==> config.mk <==
export PLATFORM = sky130hd
export DESIGN_NAME = cps_sequencer
export DESIGN_NICKNAME = d
export VERILOG_FILES = /design/src/pkg/cps_pkg.sv /design/src/verilog/cps_leg.sv /design/src/verilog/cps_sequencer.sv /design/src/verilog/cps_sync.sv
export SDC_FILE = /design/constraint.sdc
export NUM_CORES = 1
export LEC_CHECK = 0
export ABC_CLOCK_PERIOD_IN_PS = 2600
export BUFFER_PORTS_ARGS = -buffer_cell sky130_fd_sc_hd__buf_2
export CORE_MARGIN = 10
export CORE_UTILIZATION = 45
export CTS_CLUSTER_DIAMETER = 100
export CTS_CLUSTER_SIZE = 10
export DETAILED_ROUTE_END_ITERATION = 8
export HOLD_SLACK_MARGIN = 0.03
export MAX_ROUTING_LAYER = met4
export PLACE_DENSITY_LB_ADDON = 0.3
export SETUP_SLACK_MARGIN = 0.3
export SLEW_MARGIN = 25
export SYNTH_ARGS = -nofsm -noshare
export SYNTH_HDL_FRONTEND = slang
export SYNTH_SLANG_ARGS = --single-unit
==> constraint.sdc <==
create_clock -name core_clk -period 2.6 [get_ports core_clk]
set_input_delay 0.13 -clock core_clk [delete_from_list [all_inputs] [get_ports core_clk]]
set_output_delay 0.13 -clock core_clk [all_outputs]
set_load 0.01 [all_outputs]
==> src/pkg/cps_pkg.sv <==
// Package: constants and carrier types of the charger power-up and mode sequencer
package cps_pkg;
  // ---------------------------------------------------------------
  // Timing
  // ---------------------------------------------------------------
  localparam int CLK_KHZ = 200000;
  localparam int CLK_PERIOD_NS = 5;
  localparam int GOOD_DELAY_MS = 50;
  localparam int CONV_DELAY_MS = 150;
  localparam int REV_DELAY_MS = 10;
  localparam int GOOD_DELAY_CYC = GOOD_DELAY_MS * CLK_KHZ;
  localparam int CONV_DELAY_CYC = CONV_DELAY_MS * CLK_KHZ;
  localparam int REV_DELAY_CYC = REV_DELAY_MS * CLK_KHZ;
  localparam int PFM_MIN_KHZ = 25;
  localparam int PFM_PERIOD_CYC = CLK_KHZ / PFM_MIN_KHZ; // Longest gap, rounded down
  localparam int PFM_PULSE_CYC = 8;
  localparam int DEAD_NS = 20;
  localparam int DEAD_CYC = (DEAD_NS + CLK_PERIOD_NS - 1) / CLK_PERIOD_NS;
  // ---------------------------------------------------------------
  // Register offsets (byte addresses) and fields
  // ---------------------------------------------------------------
  localparam logic [7:0] OFS_OPT0 = 8'h00;
  localparam logic [7:0] OFS_OPT3 = 8'h04;
  localparam logic [7:0] OFS_ILIM = 8'h08;
  localparam logic [7:0] OFS_VFLOOR = 8'h0c;
  localparam logic [7:0] OFS_CHGV = 8'h10;
  localparam logic [7:0] OFS_REVV = 8'h14;
  localparam logic [7:0] OFS_REVI = 8'h18;
  localparam logic [7:0] OFS_SYSTEM_OVERVOLTAGE_THRESHOLD = 8'h1c;
  localparam logic [7:0] OFS_STATUS = 8'h20;
  localparam logic [7:0] OFS_EFFILIM = 8'h24;
  localparam int OPT0_LOW_POWER = 15;
  localparam int OPT0_REV_GOOD = 11;
  localparam int OPT0_PFM_MIN = 10;
  localparam int OPT3_HIZ = 15;
  localparam int OPT3_REV_EN = 12;
  localparam logic [15:0] OPT0_RST = 16'h8000;
  localparam logic [15:0] OPT3_RST = 16'h0000;
  // Currents in mA, voltages in mV
  localparam logic [15:0] ILIM_DEFAULT = 16'h0ce4;
  localparam logic [15:0] VFLOOR_OFFSET = 16'h0500;
  localparam logic [15:0] CHGV_4S = 16'h41a0;
  localparam logic [15:0] CHGV_3S = 16'h3130;
  localparam logic [15:0] CHGV_2S = 16'h20d0;
  localparam logic [15:0] CHGV_1S = 16'h1060;
  localparam logic [15:0] SYSTEM_OVERVOLTAGE_THRESHOLD_HI = 16'h4c2c;
  localparam logic [15:0] SYSTEM_OVERVOLTAGE_THRESHOLD_2S = 16'h2ee0;
  localparam logic [15:0] SYSTEM_OVERVOLTAGE_THRESHOLD_1S = 16'h1388;
  // Cell pin ratio in percent of the regulator; lowest accepted level
  localparam logic [6:0] CELL4_MIN = 7'h45;
  localparam logic [6:0] CELL3_MIN = 7'h34;
  localparam logic [6:0] CELL2_MIN = 7'h23;
  localparam logic [6:0] CELL1_MIN = 7'h13;
  // Inductor resistor in kOhm; split points between 93, 137 and 169
  localparam logic [7:0] IND_SPLIT_LO = 8'h73;
  localparam logic [7:0] IND_SPLIT_HI = 8'h99;
  // ---------------------------------------------------------------
  // Types
  // ---------------------------------------------------------------
  typedef enum logic [3:0] {
    ST_WAIT = 4'h0, ST_DEGLITCH = 4'h1, ST_LIMITS = 4'h2, ST_CELL = 4'h3,
    ST_HOLD = 4'h4, ST_RUN = 4'h5, ST_REV_WAIT = 4'h6, ST_REV_RUN = 4'h7
  } cps_state_t;
  typedef enum logic [1:0] {LEG_OFF = 2'h0, LEG_ON = 2'h1, LEG_SW = 2'h2} cps_leg_t;
  typedef enum logic [1:0] {CONV_BUCK = 2'h0, CONV_BOOST = 2'h1, CONV_BB = 2'h2} cps_conv_t;
  typedef enum logic [1:0] {IND_1U0 = 2'h0, IND_2U2 = 2'h1, IND_3U3 = 2'h2} cps_ind_t;
  typedef struct packed {
    logic cyc; logic stb; logic we; logic [7:0] adr; logic [3:0] sel; logic [31:0] dat;
  } cps_wb_req_t;
  typedef struct packed {logic ack; logic [31:0] dat;} cps_wb_rsp_t;
  typedef struct packed {
    logic vbusConven; logic vbusOv; logic vbusUvlo; logic vbatUvloz; logic fault;
    logic inputLimitPinLow; logic analogSupplyReady; logic reverseOutputEnablePin;
    logic lightLoad; logic pfmReq; logic pwmBuck; logic pwmBoost; logic [1:0] convMode;
  } cps_sense_t;
  typedef struct packed {
    logic [6:0] cellCountSensePin; logic [7:0] inputCurrentMonitorPin;
    logic [15:0] inputLimitPinMa; logic [15:0] vbusNoLoad;
  } cps_meas_t;
  typedef struct packed {logic q1; logic q2; logic q3; logic q4;} cps_sw_t;
endpackage

==> src/verilog/cps_leg.sv <==
// One half-bridge leg with break-before-make dead time
`timescale 1ns/1ps
module cps_leg #(
  parameter int DEAD = cps_pkg::DEAD_CYC
) (
  input wire logic core_clk,
  input wire logic rst,
  input wire cps_pkg::cps_leg_t legMode,
  input wire logic demand,
  output logic highSide,
  output logic lowSide
);
  localparam int DW = $clog2(DEAD + 1);
  typedef struct packed {logic hs; logic ls; logic [DW-1:0] dead;} cps_leg_st_t;
  cps_leg_st_t s;
  cps_leg_st_t next_s;
  logic wantHigh;
  logic wantLow;

  // Wanted switch from mode and demand
  assign wantHigh = legMode == cps_pkg::LEG_ON || (legMode == cps_pkg::LEG_SW && demand);
  assign wantLow = legMode == cps_pkg::LEG_SW && !demand;

  // Turn off first, wait out the dead time, then turn the other on
  always_comb
  begin
    next_s = s;
    if ((s.hs && !wantHigh) || (s.ls && !wantLow))
    begin
      next_s.hs = s.hs && wantHigh;
      next_s.ls = s.ls && wantLow;
      next_s.dead = DW'(DEAD);
    end
    else if (s.dead != '0)
      next_s.dead = s.dead - DW'(1);
    else if (wantHigh && !s.ls)
      next_s.hs = 1'b1;
    else if (wantLow && !s.hs)
      next_s.ls = 1'b1;
  end

  always_ff @(posedge core_clk)
  begin
    if (rst)
      s <= '0;
    else
      s <= next_s;
  end

  assign highSide = s.hs;
  assign lowSide = s.ls;
endmodule

==> src/verilog/cps_sequencer.sv <==
// Power-up, high-impedance, reverse output and switch-mode sequencer with Wishbone registers
//
// Register access over Wishbone and the register offsets are this design's own decisions.
`timescale 1ns/1ps
// Operation
// - No input and battery above release level: close the battery path switch.
// - After reset: low power bit reads one, gate drive regulator off.
// - Low power bit cleared: gate drive regulator turns on.
// - 50 ms after input crosses threshold: regulator on, supply-good asserts.
// - Then limits, then cell count; converter starts 150 ms after crossing.
// - Supply-good only with input in window and no fault.
// - Supply-good rising loads input current limit with 3.30 A.
// - Effective current limit is the smaller of register and pin limit.
// - Input voltage floor defaults to unloaded input minus 1.28 V.
// - After analog supply ready, decode cell pin into charge voltage and overvoltage.
// - High-impedance when limit pin below 0.4 V or its bit is one.
// - High-impedance with input: low quiescent, gate drive regulator stays on.
// - Reverse output needs programmed values, pin, bit and input below undervoltage.
// - Reverse conditions held 10 ms: start converter.
// - In reverse output, supply-good follows its option bit.
// - Switch states per mode: buck, boost, buck-boost.
// - Inductor value decoded from monitor pin resistor.
// - High and low switches never on together; dead time between.
// - Light load uses pulse mode; frequency kept at or above 25 kHz if enabled.
module cps_sequencer #(
  parameter int GOOD_CYC = cps_pkg::GOOD_DELAY_CYC,
  parameter int CONV_CYC = cps_pkg::CONV_DELAY_CYC,
  parameter int REV_CYC = cps_pkg::REV_DELAY_CYC,
  parameter int PFM_CYC = cps_pkg::PFM_PERIOD_CYC
) (
  input wire logic core_clk,
  input wire logic rst,
  input wire cps_pkg::cps_wb_req_t wbReq,
  output cps_pkg::cps_wb_rsp_t wbRsp,
  input wire cps_pkg::cps_sense_t sensePins,
  input wire cps_pkg::cps_meas_t measPins,
  input wire logic supplyGoodIndicatorIn,
  output logic supplyGoodIndicatorOut,
  output logic supplyGoodIndicatorOe,
  output logic batteryPathSwitch,
  output logic gateDriveRegulatorEn,
  output cps_pkg::cps_sw_t switches
);
  localparam int TW = $clog2(CONV_CYC + 1);
  localparam int PW = $clog2(PFM_CYC + 1);
  typedef struct packed {
    cps_pkg::cps_state_t state;
    logic [TW-1:0] timer;
    logic [15:0] opt0;
    logic [15:0] opt3;
    logic [15:0] ilim;
    logic [15:0] vfloor;
    logic [15:0] chgv;
    logic [15:0] revv;
    logic [15:0] revi;
    logic [15:0] system_overvoltage_threshold;
    logic [2:0] cells;
    cps_pkg::cps_ind_t ind;
    logic good;
    logic gdrv;
    logic bpath;
    logic [PW-1:0] pfmGap;
    logic [3:0] pfmPulse;
    logic ack;
    logic [31:0] rdat;
  } cps_seq_st_t;

  cps_seq_st_t s;
  cps_seq_st_t next_s;
  cps_pkg::cps_sense_t sv;
  cps_pkg::cps_meas_t mv;
  logic padIn;
  logic hiZ;
  logic revOk;
  logic fwdOk;
  logic running;
  logic pfmWindow;
  logic busReq;
  logic [15:0] effIlim;
  logic [15:0] rmux;
  cps_pkg::cps_leg_t buckMode;
  cps_pkg::cps_leg_t boostMode;

  // ---------------------------------------------------------------
  // Pin synchronisers
  // ---------------------------------------------------------------
  cps_sync #(.W($bits(cps_pkg::cps_sense_t))) u_sync_sense (
    .core_clk(core_clk),
    .rst(rst),
    .din(sensePins),
    .dout(sv)
  );
  // Measurements are slow analog codes, so a plain two-flop pass is enough
  cps_sync #(.W($bits(cps_pkg::cps_meas_t))) u_sync_meas (
    .core_clk(core_clk),
    .rst(rst),
    .din(measPins),
    .dout(mv)
  );
  cps_sync #(.W(1)) u_sync_pad (
    .core_clk(core_clk),
    .rst(rst),
    .din(supplyGoodIndicatorIn),
    .dout(padIn)
  );

  // ---------------------------------------------------------------
  // Derived conditions
  // ---------------------------------------------------------------
  assign hiZ = sv.inputLimitPinLow || s.opt3[cps_pkg::OPT3_HIZ];
  assign fwdOk = sv.vbusConven && !sv.vbusOv && !sv.fault;
  // Every enable term must hold at once
  assign revOk = s.chgv != '0 && s.revv != '0 && s.revi != '0 && sv.reverseOutputEnablePin
    && s.opt3[cps_pkg::OPT3_REV_EN] && sv.vbusUvlo;
  // High-impedance stops switching only in the forward run, not in reverse; the regulator stays up
  assign running = (s.state == cps_pkg::ST_RUN && !hiZ) || s.state == cps_pkg::ST_REV_RUN;
  assign effIlim = (s.ilim < mv.inputLimitPinMa) ? s.ilim : mv.inputLimitPinMa;
  assign pfmWindow = sv.pfmReq || s.pfmPulse != '0;
  assign busReq = wbReq.cyc && wbReq.stb && !s.ack;

  // Register read multiplexer
  always_comb
  begin
    case (wbReq.adr & 8'hfc)
      cps_pkg::OFS_OPT0: rmux = s.opt0;
      cps_pkg::OFS_OPT3: rmux = s.opt3;
      cps_pkg::OFS_ILIM: rmux = s.ilim;
      cps_pkg::OFS_VFLOOR: rmux = s.vfloor;
      cps_pkg::OFS_CHGV: rmux = s.chgv;
      cps_pkg::OFS_REVV: rmux = s.revv;
      cps_pkg::OFS_REVI: rmux = s.revi;
      cps_pkg::OFS_SYSTEM_OVERVOLTAGE_THRESHOLD: rmux = s.system_overvoltage_threshold;
      cps_pkg::OFS_STATUS: rmux = {2'h0, s.state, s.ind, s.cells, s.gdrv, s.bpath, hiZ, padIn, s.good};
      cps_pkg::OFS_EFFILIM: rmux = effIlim;
      default: rmux = 16'h0000;
    endcase
  end

  // ---------------------------------------------------------------
  // Sequencer, registers and bus
  // ---------------------------------------------------------------
  always_comb
  begin
    next_s = s;
    next_s.ack = busReq;
    if (busReq && !wbReq.we)
      next_s.rdat = {16'h0000, rmux};
    // Host writes come first so a same-cycle device load wins
    if (busReq && wbReq.we)
    begin
      for (int b = 0; b < 2; b++)
      begin
        if (wbReq.sel[b])
        begin
          case (wbReq.adr & 8'hfc)
            cps_pkg::OFS_OPT0: next_s.opt0[b*8 +: 8] = wbReq.dat[b*8 +: 8];
            cps_pkg::OFS_OPT3: next_s.opt3[b*8 +: 8] = wbReq.dat[b*8 +: 8];
            cps_pkg::OFS_ILIM: next_s.ilim[b*8 +: 8] = wbReq.dat[b*8 +: 8];
            cps_pkg::OFS_VFLOOR: next_s.vfloor[b*8 +: 8] = wbReq.dat[b*8 +: 8];
            cps_pkg::OFS_CHGV: next_s.chgv[b*8 +: 8] = wbReq.dat[b*8 +: 8];
            cps_pkg::OFS_REVV: next_s.revv[b*8 +: 8] = wbReq.dat[b*8 +: 8];
            cps_pkg::OFS_REVI: next_s.revi[b*8 +: 8] = wbReq.dat[b*8 +: 8];
            default: next_s.opt0 = next_s.opt0;
          endcase
        end
      end
    end
    // Timer runs from the threshold crossing through the waiting states
    if (s.state != cps_pkg::ST_WAIT && s.state != cps_pkg::ST_RUN && s.state != cps_pkg::ST_REV_RUN)
      next_s.timer = s.timer + TW'(1);
    case (s.state)
      cps_pkg::ST_WAIT:
      begin
        next_s.timer = '0;
        if (sv.vbusConven)
          next_s.state = cps_pkg::ST_DEGLITCH;
        else if (revOk)
          next_s.state = cps_pkg::ST_REV_WAIT;
      end
      cps_pkg::ST_DEGLITCH:
      begin
        if (s.timer == TW'(GOOD_CYC - 1))
          next_s.state = cps_pkg::ST_LIMITS;
      end
      cps_pkg::ST_LIMITS:
      begin
        next_s.ilim = cps_pkg::ILIM_DEFAULT;
        // Saturate so a weak source never wraps the floor
        next_s.vfloor = (mv.vbusNoLoad > cps_pkg::VFLOOR_OFFSET)
          ? mv.vbusNoLoad - cps_pkg::VFLOOR_OFFSET : 16'h0000;
        next_s.state = cps_pkg::ST_CELL;
      end
      cps_pkg::ST_CELL:
      begin
        if (sv.analogSupplyReady)
        begin
          next_s.state = cps_pkg::ST_HOLD;
          // Below the 1-cell level the battery is absent and defaults stay
          if (mv.cellCountSensePin >= cps_pkg::CELL4_MIN)
          begin
            next_s.cells = 3'h4;
            next_s.chgv = cps_pkg::CHGV_4S;
            next_s.system_overvoltage_threshold = cps_pkg::SYSTEM_OVERVOLTAGE_THRESHOLD_HI;
          end
          else if (mv.cellCountSensePin >= cps_pkg::CELL3_MIN)
          begin
            next_s.cells = 3'h3;
            next_s.chgv = cps_pkg::CHGV_3S;
            next_s.system_overvoltage_threshold = cps_pkg::SYSTEM_OVERVOLTAGE_THRESHOLD_HI;
          end
          else if (mv.cellCountSensePin >= cps_pkg::CELL2_MIN)
          begin
            next_s.cells = 3'h2;
            next_s.chgv = cps_pkg::CHGV_2S;
            next_s.system_overvoltage_threshold = cps_pkg::SYSTEM_OVERVOLTAGE_THRESHOLD_2S;
          end
          else if (mv.cellCountSensePin >= cps_pkg::CELL1_MIN)
          begin
            next_s.cells = 3'h1;
            next_s.chgv = cps_pkg::CHGV_1S;
            next_s.system_overvoltage_threshold = cps_pkg::SYSTEM_OVERVOLTAGE_THRESHOLD_1S;
          end
          // Inductor sense shares the regulator bring-up
          if (mv.inputCurrentMonitorPin < cps_pkg::IND_SPLIT_LO)
            next_s.ind = cps_pkg::IND_1U0;
          else if (mv.inputCurrentMonitorPin < cps_pkg::IND_SPLIT_HI)
            next_s.ind = cps_pkg::IND_2U2;
          else
            next_s.ind = cps_pkg::IND_3U3;
        end
      end
      cps_pkg::ST_HOLD:
      begin
        if (s.timer >= TW'(CONV_CYC - 1))
          next_s.state = cps_pkg::ST_RUN;
      end
      cps_pkg::ST_RUN: next_s.state = cps_pkg::ST_RUN;
      cps_pkg::ST_REV_WAIT:
      begin
        if (!revOk)
          next_s.state = cps_pkg::ST_WAIT;
        else if (s.timer == TW'(REV_CYC - 1))
          next_s.state = cps_pkg::ST_REV_RUN;
      end
      cps_pkg::ST_REV_RUN:
      begin
        if (!revOk)
          next_s.state = cps_pkg::ST_WAIT;
      end
      default: next_s.state = cps_pkg::ST_WAIT;
    endcase
    // Losing the input anywhere on the forward path restarts the sequence
    if (!sv.vbusConven && s.state >= cps_pkg::ST_DEGLITCH && s.state <= cps_pkg::ST_RUN)
      next_s.state = cps_pkg::ST_WAIT;
    // Indicator follows the forward window, or the option bit in reverse
    next_s.good = (next_s.state >= cps_pkg::ST_LIMITS && next_s.state <= cps_pkg::ST_RUN && fwdOk)
      || (next_s.state == cps_pkg::ST_REV_RUN && s.opt0[cps_pkg::OPT0_REV_GOOD]);
    next_s.gdrv = !s.opt0[cps_pkg::OPT0_LOW_POWER]
      || (next_s.state >= cps_pkg::ST_LIMITS && next_s.state <= cps_pkg::ST_REV_RUN);
    next_s.bpath = !sv.vbusConven && sv.vbatUvloz;
    // Pulse mode: force a pulse when the gap reaches the longest period
    if (pfmWindow || !running)
      next_s.pfmGap = '0;
    else
      next_s.pfmGap = s.pfmGap + PW'(1);
    if (s.pfmPulse != '0)
      next_s.pfmPulse = s.pfmPulse - 4'h1;
    else if (running && sv.lightLoad && s.opt0[cps_pkg::OPT0_PFM_MIN] && s.pfmGap >= PW'(PFM_CYC - 1))
      next_s.pfmPulse = 4'(cps_pkg::PFM_PULSE_CYC);
  end

  always_ff @(posedge core_clk)
  begin
    if (rst)
    begin
      s <= '0;
      s.opt0 <= cps_pkg::OPT0_RST;
      s.opt3 <= cps_pkg::OPT3_RST;
    end
    else
      s <= next_s;
  end

  // ---------------------------------------------------------------
  // Converter legs
  // ---------------------------------------------------------------
  // Leg roles by converter mode
  always_comb
  begin
    buckMode = cps_pkg::LEG_OFF;
    boostMode = cps_pkg::LEG_OFF;
    if (running)
    begin
      case (cps_pkg::cps_conv_t'(sv.convMode))
        cps_pkg::CONV_BUCK:
        begin
          buckMode = cps_pkg::LEG_SW;
          boostMode = cps_pkg::LEG_ON;
        end
        cps_pkg::CONV_BOOST:
        begin
          buckMode = cps_pkg::LEG_ON;
          boostMode = cps_pkg::LEG_SW;
        end
        cps_pkg::CONV_BB:
        begin
          buckMode = cps_pkg::LEG_SW;
          boostMode = cps_pkg::LEG_SW;
        end
        default:
        begin
          buckMode = cps_pkg::LEG_OFF;
          boostMode = cps_pkg::LEG_OFF;
        end
      endcase
    end
  end

  cps_leg u_leg_buck (
    .core_clk(core_clk),
    .rst(rst),
    .legMode(buckMode),
    .demand(sv.pwmBuck && (!sv.lightLoad || pfmWindow)),
    .highSide(switches.q1),
    .lowSide(switches.q2)
  );
  cps_leg u_leg_boost (
    .core_clk(core_clk),
    .rst(rst),
    .legMode(boostMode),
    .demand(sv.pwmBoost && (!sv.lightLoad || pfmWindow)),
    .highSide(switches.q4),
    .lowSide(switches.q3)
  );

  // Open drain: pull low whenever not good
  assign supplyGoodIndicatorOut = 1'b0;
  assign supplyGoodIndicatorOe = !s.good;
  assign batteryPathSwitch = s.bpath;
  assign gateDriveRegulatorEn = s.gdrv;
  assign wbRsp.ack = s.ack;
  assign wbRsp.dat = s.rdat;
endmodule

==> src/verilog/cps_sync.sv <==
// Two-flop synchroniser for pin-level inputs
`timescale 1ns/1ps
module cps_sync #(
  parameter int W = 1
) (
  input wire logic core_clk,
  input wire logic rst,
  input wire logic [W-1:0] din,
  output logic [W-1:0] dout
);
  typedef struct packed {logic [W-1:0] meta; logic [W-1:0] held;} cps_sync_st_t;
  cps_sync_st_t s;
  cps_sync_st_t next_s;

  // First stage is read by the second stage only
  always_comb
  begin
    next_s.meta = din;
    next_s.held = s.meta;
  end

  always_ff @(posedge core_clk)
  begin
    if (rst)
      s <= '0;
    else
      s <= next_s;
  end

  assign dout = s.held;
endmodule
==> flow_summary.ini <==
[run_status]
status = finished, violations left
violations = design-rule violations

[placement]
gp_congestion = 0.9318
dp.final_hpwl_mm = 25.35
pre_cts_ws_ns = 0.5501
io_buffer_count = 114

[power]
finalPower_uw = 10680
ir_worst_vdd_mv = 0.5240
combPwrFrac_pct = 8.8
seqPwrFrac_pct = 48.6
netSwitchingFraction_pct = 23.29
p_int_uw = 8194
power.leakage_uw = 0.006897
power.density_mw_per_mm2 = 653.1
p_switching_uw = 2488
p_clk_share_pct = 42.6

[clock_network]
clk_latency_ns = 0.52
cts.sinks = 323
h-tree-depth = 2
cts_setup_buffers = 0
cts_resized = 0
cts_made_buffers = 38
cts.path.max_buffers = 3
clk_pin_slew_ns = 0.05
cts_root_buf = clkbuf_16
cts_tree = built
holdBufCountCts = 81

[yosys]
yosysMostFrequentCell = dfxtp_1
ys_types = 66
synth_mux_area_share_pct = 11.27
yosysSeqAreaShare_pct = 47.41
ys_top_cells_by_area = dfxtp_1 (47%), mux2i_1 (7.6%), nor2b_1 (6.1%)
synth_compound_area_share_pct = 10.58
synth_top_family_by_area = simple AND/OR/NAND/NOR gates
synth_edf_count = 0
yosys_warnings = 0
synthArstFlopShare_pct = 0
ys.flop_type = dfxtp_1
synth_common_cells = dfxtp_1 (323), nor2_1 (161), nor2b_1 (133)
ys_seq_elements = 323
synthAdderAreaFrac_pct = 2.477
syn_inst = 1423
syn_area_per_cell_um2 = 9.584
synth_xor_area_share_pct = 2.761
synth_top_area_share_pct = 47.41
yosys.area.top_type = dfxtp_1
synth_area_mm2 = 0.01364
synth_simple_gate_area_share_pct = 20.41

[route]
drc = 1
drt_first_pass_iters = 7
drt_iter0_drc = 825
vias_per_cell = 5.376
ant_nets = 0
wl_per_cell_um = 17.72
finalWirelength_mm = 35.43
via_count = 10750

[grt]
grt_pass1_vias = 10690
grt_pass1_wl_mm = 56.48
track_usage_pct = 18.62
top_usage_layer = met2
grt_start_max_net_pins = 104
met3_usage_pct = 3.095
antenna_found_initial = 0
overflow = 0
grt_use_met1_pct = 23.31
gr-usage-met2_pct = 30.10

[sta]
grt_setup_unrepaired = false
fin_hold_ws_ns = 0.2243
fmax_mhz = 480.5
final.setup_skew_ns = 0.01279
slew_violations = 0
finalSetupViolCount = 0
setup_ws_ns = 0.5187
slew_headroom_pct = 45.87
period_needed_ns = 2.081
timing.final.crit_share_pct = 80.05
tightest_slew_ns = 0.8084
tns_ns = 0
hold_violations = 0

[floorplanning]
core_mm2 = 0.02980
fp.dieW_um = 194.1
dieArea_mm2 = 0.03767
die_h_um = 194.1
start_util_pct = 45.77
num_io_pins = 152
rows = 63

[critical_path]
timing.reg2reg.setup_slack_ns = 0.52
endpoint_kind = register
worst-path-max-fanout = 10
cp_data_required_time_ns = 2.98
cp_data_arrival_time_ns = 2.47
worst_setup_path_start_kind = register
critPathKind = reg -> reg

[cells_and_area]
antenna_cells = 0
nNetsFinal = 1745
post-route-util_pct = 54.90
fillers = 2676
area_growth_pct = 19.94
drive_above_1_share_pct = 14.79

[flow_run]
maxCapViolCount = 0

[min_path]
hold_class = in -> reg
## logic make-up (layout without fill, tap and decap cells)
group	after synthesis	after routing
xor gates and xnor gates	43	43
muxes	131	131
and+or+nand+nor	536	536
DFF	323	323
buffers and inverters	139	308
adders and majority gates	27	27
AOI/OAI and AO/OA	223	223
other	1	18
## cells in the final DEF, fill, tap and decap left out, types with 3 or more instances in the layout
cell type	instances
dfxtp_1	323
nor2_1	160
a31oi_1	3
and4_1	7
nor3b_1	3
inv_1	31
a21o_1	3
a221oi_1	16
nor3_1	30
nand3b_1	3
a21boi_0	4
nor2b_1	133
o21ai_0	37
a21oi_1	82
nand3_1	46
o2bb2ai_1	5
nand4_1	19
clkbuf_16	39
buf_2	113
mux4_2	17
o22ai_1	4
xnor2_1	22
buf_4	38
nand2b_1	6
or4_1	3
mux2i_1	104
nor4_1	20
o21a_1	4
a211oi_1	5
dlygate4sd3_1	81
conb_1	18
and3_1	16
xor2_1	21
ha_1	27
a22oi_1	28
nand2_1	68
mux2_2	10
and2_1	7
a22o_1	9
## power groups by stage
| stage | Combinational [uW] | Sequential [uW] | Clock, uW |
|---|---|---|---|
| 2_1_floorplan | 625 | 5270 | 0 |
| 3_3_place_gp | 814 | 5290 | 0 |
| 3_5_place_dp | 839 | 5300 | 0 |
| 4_1_cts | 937 | 5190 | 4650 |
| 5_1_grt | 1050 | 5210 | 4830 |
| 6_report | 937 | 5190 | 4550 |
## routing by layer
metal  wire length (um)  part of all wire [%]
met1              15460                    44
met2              16840                    48
met3               2285                   6.4
met4                845                   2.4
met5                  0                     0
## critical path, stage by stage (launching register included)
cell	delay, ns
dfxtp_1	0.32
and3b_1	0.26
and3_1	0.47
nand3_1	0.53
mux2i_1	0.31
nor2_1	0.06
## path summary, 6_finish.rpt
kind / from / to / cells past startpoint
worst max-delay path: wbRsp[32] / s[160] / 5
worst min register to register: u_sync_meas.next_s[40] / u_sync_meas.dout[40] / 1
worst max register to register: wbRsp[32] / s[160] / 5
worst min-delay path: wbReq[41] / wbRsp[1] / 4
## final cells by class
class / instances / area (um^2) / area share [%]
Clock buffer: 39 / 975.9 / 5.967
Tap cell: 390 / 488.0 / 2.983
Clock inverter: 3 / 41.29 / 0.2524
Multi-Input combinational cell: 978 / 6573 / 40.18
Inverter: 32 / 120.1 / 0.7343
Timing Repair Buffer: 234 / 1693 / 10.35
Sequential cell: 323 / 6466 / 39.53
## registers in the layout, summed over array words and instances (netlist names), 3 cells and up
name and count:
wbRsp 17, u_sync_sense.next_s 14, u_sync_sense.dout 14, u_leg_buck.s 3
u_sync_meas.dout 47, u_leg_boost.s 3, u_sync_meas.next_s 47, s 170
## stage by stage
step / instances / instance area (um^2)
final: 1999 / 16360
after CTS: 1999 / 16360
after floorplan: 1440 / 13700
after detailed placement: 1876 / 14530
after global placement: 1876 / 14530
after global routing: 1999 / 16360
Note: power is estimated with default switching activity, not from simulation.
